[src/hw/cfg_port_pkg.sv]
package cfg_port_pkg;

  localparam int unsigned BYTE_W = 8;
  localparam int unsigned DEPTH = 4;
  localparam int unsigned PTR_W = 2;
  localparam int unsigned WORD_W = 32;
  // busy is held for this long after every byte accepted in parallel mode, except the byte that ends a load in done without persist
  localparam int unsigned BUSY_NS = 32;
  localparam int unsigned CLK_NS = 8;
  localparam logic [3:0] BUSY_CYC = 4'((BUSY_NS + CLK_NS - 1) / CLK_NS);
  localparam logic [3:0] BUSY_RST = 4'h0;
  // quiet time after busy falls: covers the pin path plus the host's reaction
  localparam logic [3:0] GUARD_CYC = 4'h5;
  // serial: clocks per bit, and one less than the clocks from load start to the first mid-bit
  localparam logic [3:0] SER_CYC = 4'h4;
  localparam logic [3:0] SER_FIRST = 4'h6;
  localparam logic [2:0] BIT_RST = 3'h0;
  // four-byte word of a stream that must be seen before data is stored
  localparam logic [31:0] SYNC_WORD = 32'haa99_5566;
  localparam logic [31:0] CHECK_INIT = 32'h0000_0000;

  typedef enum logic [1:0] {
    ST_IDLE = 2'b00,
    ST_LOAD = 2'b01,
    ST_DONE = 2'b10,
    ST_FAIL = 2'b11
  } phase_t;

  typedef struct packed {
    logic [BYTE_W-1:0] data;
    logic sel_n;
    logic dir;
  } par_pins_t;

  typedef struct packed {
    logic [BYTE_W-1:0] o;
    logic [BYTE_W-1:0] oe;
  } user_drive_t;

endpackage

[src/hw/config_data_port_pins.sv]
`timescale 1ns/1ps
////////////////////////////////////////////////////////////////////////////
module config_data_port_pins
(
  input wire logic clock_i,
  input wire logic nrst_i,
  input wire logic parallel_cfg_mode_i,
  input wire logic persist_i,
  input wire logic start_i,
  input wire logic [7:0] cfg_byte_bus_i,
  input wire logic sel_n_i,
  input wire logic xfer_direction_i,
  input wire logic [7:0] user_o_i,
  input wire logic [7:0] user_oe_i,
  input wire logic [7:0] total_bytes_i,
  output logic [7:0] cfg_byte_bus_o,
  output logic [7:0] cfg_byte_bus_oe_o,
  output logic busy_dout_o,
  output logic busy_dout_oe_o,
  output logic init_status_o,
  output logic init_status_oe_o,
  output logic cfg_done_o,
  output logic port_kept_o,
  output logic [7:0] user_in_o,
  output logic user_sel_n_o,
  output logic user_dir_o
);

////////////////////////////////////////////////////////////////////////////
  typedef struct packed {
    cfg_port_pkg::par_pins_t s1;
    cfg_port_pkg::par_pins_t s2;
    cfg_port_pkg::par_pins_t s3;
    cfg_port_pkg::par_pins_t pins;
    cfg_port_pkg::phase_t phase;
    logic [3:0] busy_cnt;
    logic [2:0] bit_cnt;
    logic [3:0] ser_cnt;
    logic [7:0] shift;
    logic [31:0] word;
    logic [1:0] byte_idx;
    logic [1:0] wptr;
    logic synced;
    logic [7:0] count;
    logic [7:0] last_byte;
    logic wr;
    logic [7:0] bus_o;
    logic [7:0] bus_oe;
    logic busy;
    logic busy_oe;
    logic init_oe;
    logic done;
    logic kept;
    logic [7:0] uin;
    logic usel;
    logic udir;
  } state_t;

  state_t state_reg;
  state_t state_next;
  logic [31:0] rd_word;
  logic sel_ok;
  logic dir_ok;

  cfg_word_store store_u
  (
    .clock_i(clock_i),
    .nrst_i(nrst_i),
    .wr_i(state_reg.wr),
    .waddr_i(state_reg.wptr),
    .wdata_i(state_reg.word),
    .raddr_i(state_reg.wptr),
    .rdata_o(rd_word)
  );

////////////////////////////////////////////////////////////////////////////
  always_comb
  begin
    state_next = state_reg;
    state_next.wr = 1'b0;
    state_next.s1 = '{data: cfg_byte_bus_i, sel_n: sel_n_i,
                      dir: xfer_direction_i};
    state_next.s2 = state_reg.s1;
    state_next.s3 = state_reg.s2;
    // a pin change counts only once two late stages agree
    if (state_reg.s2 == state_reg.s3)
    begin
      state_next.pins = state_reg.s3;
    end
    sel_ok = !state_reg.pins.sel_n;
    dir_ok = !state_reg.pins.dir;
    if (state_reg.busy_cnt != 4'h0)
    begin
      state_next.busy_cnt = state_reg.busy_cnt - 4'h1;
    end
    unique case (state_reg.phase)
      cfg_port_pkg::ST_IDLE:
      begin
        if (start_i)
        begin
          state_next.phase = cfg_port_pkg::ST_LOAD;
          state_next.count = 8'h00;
          state_next.synced = 1'b0;
          state_next.byte_idx = 2'h0;
          state_next.bit_cnt = cfg_port_pkg::BIT_RST;
          state_next.ser_cnt = cfg_port_pkg::SER_FIRST;
        end
      end
      cfg_port_pkg::ST_LOAD:
      begin
        if (parallel_cfg_mode_i)
        begin
          // busy, then a guard long enough for the host's next byte to
          // pass the pin synchroniser, so a held byte is never taken twice
          if (sel_ok && dir_ok && state_reg.busy_cnt == 4'h0)
          begin
            state_next.last_byte = state_reg.pins.data;
            state_next.busy_cnt = 4'(cfg_port_pkg::BUSY_CYC
              + cfg_port_pkg::GUARD_CYC);
            state_next.count = state_reg.count + 8'h01;
          end
          // a read during configuration is meaningless: flag it
          if (sel_ok && !dir_ok)
          begin
            state_next.phase = cfg_port_pkg::ST_FAIL;
          end
        end
        else
        begin
          // no bit clock: the host starts its first bit on the edge that
          // begins the load and holds each bit for a fixed period; it is
          // taken mid-bit so the agree stage has settled
          if (state_reg.ser_cnt != 4'h0)
          begin
            state_next.ser_cnt = state_reg.ser_cnt - 4'h1;
          end
          else
          begin
            // only bit zero is used
            state_next.ser_cnt = 4'(cfg_port_pkg::SER_CYC - 4'h1);
            state_next.shift = {state_reg.shift[6:0],
                                state_reg.pins.data[0]};
            state_next.bit_cnt = state_reg.bit_cnt + 3'h1;
            if (state_reg.bit_cnt == 3'h7)
            begin
              state_next.last_byte = {state_reg.shift[6:0],
                                      state_reg.pins.data[0]};
              state_next.count = state_reg.count + 8'h01;
            end
          end
        end
        if (state_next.count != state_reg.count)
        begin
          state_next.word = {state_reg.word[23:0], state_next.last_byte};
          state_next.byte_idx = state_reg.byte_idx + 2'h1;
          if (state_reg.byte_idx == 2'h3)
          begin
            if (!state_reg.synced)
            begin
              state_next.synced =
                {state_reg.word[23:0], state_next.last_byte}
                == cfg_port_pkg::SYNC_WORD;
              state_next.byte_idx = state_next.synced ? 2'h0 : 2'h3;
            end
            else
            begin
              state_next.wr = 1'b1;
              state_next.wptr = state_reg.wptr + 2'h1;
            end
          end
          if (state_next.count == total_bytes_i)
          begin
            state_next.phase = state_next.synced ? cfg_port_pkg::ST_DONE
                                                 : cfg_port_pkg::ST_FAIL;
          end
        end
      end
      cfg_port_pkg::ST_DONE:
      begin
        state_next.phase = cfg_port_pkg::ST_DONE;
      end
      cfg_port_pkg::ST_FAIL:
      begin
        if (start_i)
        begin
          state_next.phase = cfg_port_pkg::ST_IDLE;
        end
      end
    endcase
    state_next.done = state_next.phase == cfg_port_pkg::ST_DONE;
    state_next.kept = state_next.done && persist_i;
    // open drain: enable means pull low
    state_next.init_oe = state_next.phase == cfg_port_pkg::ST_FAIL;
    if (state_next.done && !persist_i)
    begin
      // hand pins to user logic
      state_next.bus_o = user_o_i;
      state_next.bus_oe = user_oe_i;
      state_next.busy = 1'b0;
      state_next.busy_oe = 1'b0;
      state_next.uin = state_reg.pins.data;
      state_next.usel = state_reg.pins.sel_n;
      state_next.udir = state_reg.pins.dir;
    end
    else
    begin
      state_next.uin = 8'h00;
      state_next.usel = 1'b1;
      state_next.udir = 1'b0;
      // persisted port may serve reads of the low byte of the last stored word
      state_next.bus_o = rd_word[7:0];
      state_next.bus_oe = {8{state_next.kept && sel_ok && !dir_ok}};
      // a failed load is still configuration, so busy stays driven there
      state_next.busy_oe = state_next.phase == cfg_port_pkg::ST_LOAD
                           || state_next.phase == cfg_port_pkg::ST_FAIL
                           || state_next.kept;
      if (parallel_cfg_mode_i)
      begin
        // the guard tail of the count is not shown as busy
        state_next.busy = state_next.busy_cnt > cfg_port_pkg::GUARD_CYC;
      end
      else
      begin
        state_next.busy = state_reg.pins.data[0];
      end
    end
  end

  always_ff @(posedge clock_i or negedge nrst_i)
  begin
    if (!nrst_i)
    begin
      state_reg <= '0;
      state_reg.s1.sel_n <= 1'b1;
      state_reg.s2.sel_n <= 1'b1;
      state_reg.s3.sel_n <= 1'b1;
      state_reg.pins.sel_n <= 1'b1;
      state_reg.usel <= 1'b1;
      state_reg.busy_cnt <= cfg_port_pkg::BUSY_RST;
      state_reg.word <= cfg_port_pkg::CHECK_INIT;
    end
    else
    begin
      state_reg <= state_next;
    end
  end

  assign cfg_byte_bus_o = state_reg.bus_o;
  assign cfg_byte_bus_oe_o = state_reg.bus_oe;
  assign busy_dout_o = state_reg.busy;
  assign busy_dout_oe_o = state_reg.busy_oe;
  assign init_status_o = 1'b0;
  assign init_status_oe_o = state_reg.init_oe;
  assign cfg_done_o = state_reg.done;
  assign port_kept_o = state_reg.kept;
  assign user_in_o = state_reg.uin;
  assign user_sel_n_o = state_reg.usel;
  assign user_dir_o = state_reg.udir;

endmodule // config_data_port_pins

[src/hw/cfg_word_store.sv]
`timescale 1ns/1ps
// small store of assembled configuration words, registered read
module cfg_word_store
(
  input wire logic clock_i,
  input wire logic nrst_i,
  input wire logic wr_i,
  input wire logic [cfg_port_pkg::PTR_W-1:0] waddr_i,
  input wire logic [cfg_port_pkg::WORD_W-1:0] wdata_i,
  input wire logic [cfg_port_pkg::PTR_W-1:0] raddr_i,
  output logic [cfg_port_pkg::WORD_W-1:0] rdata_o
);

  logic [cfg_port_pkg::WORD_W-1:0] mem [cfg_port_pkg::DEPTH];

  always_ff @(posedge clock_i)
  begin
    if (wr_i)
    begin
      mem[waddr_i] <= wdata_i;
    end
  end

  always_ff @(posedge clock_i or negedge nrst_i)
  begin
    if (!nrst_i)
    begin
      rdata_o <= cfg_port_pkg::CHECK_INIT;
    end
    else
    begin
      rdata_o <= mem[raddr_i];
    end
  end

endmodule // cfg_word_store

[config.mk]
export PLATFORM = sky130hd
export DESIGN_NAME = config_data_port_pins
export DESIGN_NICKNAME = d
export VERILOG_FILES = /design/src/hw/cfg_port_pkg.sv /design/src/hw/config_data_port_pins.sv /design/src/hw/cfg_word_store.sv
export SDC_FILE = /design/constraint.sdc
export NUM_CORES = 1
export LEC_CHECK = 0
export ABC_AREA = 1
export BUFFER_PORTS_ARGS = -buffer_cell sky130_fd_sc_hd__clkbuf_2
export CORE_ASPECT_RATIO = 0.5
export CORE_UTILIZATION = 30
export CTS_BUF_LIST = sky130_fd_sc_hd__clkbuf_4 sky130_fd_sc_hd__clkbuf_8
export DETAILED_ROUTE_END_ITERATION = 10
export PLACE_DENSITY_LB_ADDON = 0.1
export RECOVER_POWER = 25
export SLEW_MARGIN = 5
export SYNTH_ARGS = -nofsm -noshare
export SYNTH_HDL_FRONTEND = slang
export SYNTH_SLANG_ARGS = --single-unit
[constraint.sdc]
create_clock -name clock_i -period 4.95 [get_ports clock_i]
set_input_delay 0.2475 -clock clock_i [delete_from_list [all_inputs] [get_ports clock_i]]
set_output_delay 0.2475 -clock clock_i [all_outputs]
set_load 0.005 [all_outputs]
==> impl_metrics.ini <==
[yosys]
synth.mux.area_fraction_pct = 0.1450
synthCells = 802
yosys.cell_types.count = 43
synth_most_common_cell = nand2_1
syn_area_per_cell_sq_um = 9.684
yosys_register_bits = 177
synthAdderAreaFrac_pct = 1.772
synth-simple-area-share_pct = 22.12
synth_ff_type = dfrtp_1
synth_common_cells = nand2_1, dfrtp_1, inv_1, o21ai_0, nor2_1
synth_top_family_by_area = simple AND/OR/NAND/NOR gates
synth_top_area_share_pct = 45.11
synth-compound-area-share_pct = 7.459
yosys.area.top_type = dfrtp_1
synth_nets = 852
yosys-top-cells-area = dfrtp_1, edfxtp_1, nand2_1
ys_async_sr_fraction_pct = 81.92
synth_area_sq_mm = 0.007766
synthXorXnorAreaFrac_pct = 1.128
synth-edff-count = 32
yosysWarningCount = 0
seq_area_frac_synth_pct = 59.18

[placement]
gp_congestion = 0.7774
port_buffers = 69
hpwl_um = 12010
place_ws_ns = 1.676

[critical_path]
cp_slowest_stage_delay_ns = 0.44
crit_slowest_cell = nand3_4
r2r_slack_ns = 1.69
cp.depth = 16
rr_startpoint = state_reg[97]
path_common_cell = nand2_1
setup.worst_path.start = state_reg[97]
crit_buf_inv = 0
crit_required_ns = 5.32
crit_end = cfg_byte_bus_o[4]
worstPathMaxFanout = 21
reg2reg_to = cfg_byte_bus_o[4]
critPathKind = reg -> reg
startpoint_type = flop
path_cells = ha_1, ha_1, nand3_2, nand2_2, nand2_2, nand2_1, nand2_1, nand2_1, nand2_1, nand3_1, nor2_1, nand3_1, nand2_2, nand3_4, nand2_1, nand2_1
crit_family = simple AND/OR/NAND/NOR gates
cp.arrival_ns = 3.62
end_kind = flop
ff2ff_path_depth = 16

[layout]
num_antenna_cells = 0
fin_util_pct = 35.30
final.fill_count = 2583
final_nets = 921
layout-drive-gt1-share_pct = 17.42
largest_reg_flops = 86
synthToLayoutAreaGrowth_pct = 14.97

[cts]
cts.clk_slew.worst_paths_ns = 0.10
ctsHoldBuffers = 26
clk_latency_ns = 0.48
cts_sinks = 177
cts_buffer_depth = 2
post_cts_resized = 0
cts-buffers-inserted = 17
cts_setup_buffers = 0
h-tree-depth = 4
cts_tree = done
cts_root_buffer = clkbuf_8

[run]
maxCapViolations = 1

[timing]
fin_tns_setup_ns = 0
post-route-min-period_ns = 3.257
fin_ws_ns = 1.693
finalHoldViolCount = 0
relSlewSlack_pct = -69.03
worstMarginPinSlew_ns = 2.535
fmax_mhz = 307.1
hold_slack_ns = 0.05275
finalSetupViolCount = 0
timing.final.crit_share_pct = 65.79
rsz0062_at_grt = no
drv_slew = 97
finClkSkew_ns = 0.01530

[die]
dieArea_sq_mm = 0.02657
start_util_pct = 30.71
die_x_um = 229.5
coreArea_sq_mm = 0.02529
die_h_um = 115.8
pin_count = 71
num_rows = 41

[power_and_ir_drop]
p_leak_nw = 4.158
clkPwrFrac_pct = 28.6
intPower_mw = 2.499
swShare_pct = 33.20
combinationalPowerShare_pct = 20.6
p_switching_mw = 1.242
power_density_mw_per_mm2 = 419.0
vdd_ir_drop_max_mv = 0.1908
sequentialPowerShare_pct = 50.8

[global_routing]
grt_pass1_vias = 5403
track_usage_pct = 14.49
antenna_found_initial = 0
grt_max_degree = 97
gr-total-overflow = 0
grt_pass1_wl_um = 29300

[route]
drc = 0
drtIter0Drc = 319
num_vias = 5442
firstDrtPassIters = 4
routed_wirelength_um = 17850
viasPerCell = 4.432
ant_nets = 0
wl_per_cell_um = 14.53

[hold_path]
worst_hold_path_type = in -> reg
min_path_cells = 3

[outcome]
run_status = complete, but fails checks
violations = capacitance limit, slew limit
## worst reg2reg max path, stage by stage, from the launching register on
cell and delay [ns]:
dfrtp_1 0.40, ha_1 0.20, ha_1 0.27, nand3_2 0.25, nand2_2 0.13, nand2_2 0.18
nand2_1 0.10, nand2_1 0.09, nand2_1 0.06, nand2_1 0.06, nand3_1 0.07, nor2_1 0.15
nand3_1 0.11, nand2_2 0.40, nand3_4 0.45, nand2_1 0.17, nand2_1 0.07
## metal layers
layer	track usage (%)	part of all wire [%]	up-vias
met5	0	0	-
met4	4.800	0.96	0
li1	-	-	2721
met3	3.962	3.0	18
met2	22.64	46	82
met1	19.58	50	2621
## per-stage QoR
stage          cell area (sq um)  instances  total power, mW
6_report                    8929       1228            3.741
5_1_grt                     8929       1228            4.008
4_1_cts                     8935       1228            3.814
3_5_place_dp                8257       1170            2.696
3_3_place_gp                8257       1170            2.688
2_1_floorplan               7766        802            2.440
## power by group through the flow
stage          Clock, mW  Combinational, mW  Sequential (mW)
2_1_floorplan          0              0.570             1.87
3_3_place_gp           0              0.759             1.93
3_5_place_dp           0              0.764             1.93
4_1_cts             1.12              0.785             1.90
5_1_grt             1.18              0.893             1.94
6_report            1.07              0.770             1.90
## placed cells by master, fill, tap and decap left out, types with 2 or more instances in the layout
cell / instances
nand4_1: 24
inv_2: 6
clkinv_4: 3
dfstp_2: 4
clkbuf_2: 69
edfxtp_1: 32
nand3b_1: 5
clkinvlp_4: 3
nand3_2: 6
inv_6: 3
bufinv_16: 3
nor3_1: 2
clkbuf_8: 17
inv_1: 75
nand2_4: 2
a21oi_1: 17
a211oi_1: 2
dlygate4sd3_1: 26
nand2_1: 193
o21ai_1: 3
nor2_4: 12
xor2_1: 6
nand2_2: 10
or2_2: 2
dfrtp_1: 140
ha_1: 11
nand3_1: 39
o22ai_1: 14
nor2_2: 3
buf_4: 4
o21ai_0: 66
nor2_1: 60
clkinv_1: 4
nor4_1: 2
xnor2_1: 4
## kinds of logic (layout without fill, tap and decap cells)
logic type | Yosys count | count (layout)
xor+xnor | 10 | 10
other cells | 1 | 1
compound gates | 107 | 107
simple gates | 363 | 363
fa+ha+maj | 11 | 11
mux | 1 | 1
buf+inv | 132 | 214
flops | 177 | 177
## final cells by class
class	count	area (sq um)	share of cell area [%]
sequential	177	4596	51.47
clock buffer	17	234.0	2.621
timing repair buffer	99	635.6	7.119
tap	344	430.4	4.821
multi-input combinational	493	2537	28.42
clock inverter	15	183.9	2.060
inverter	83	311.5	3.489
## how the worst min path moves through the flow
stage	slack [ns]	endpoint	startpoint
final	0.05	cfg_byte_bus_o[4]	user_o_i[4]
after global routing	0.04	cfg_byte_bus_o[4]	user_o_i[4]
after CTS	0.02	cfg_byte_bus_o[4]	user_o_i[4]
after detailed placement	0.33	state_next[119]	state_next[129]
after global placement	0.33	state_next[123]	state_next[133]
after floorplan	-0.05	busy_dout_o	nrst_i
(Power assumes the default switching activity.)
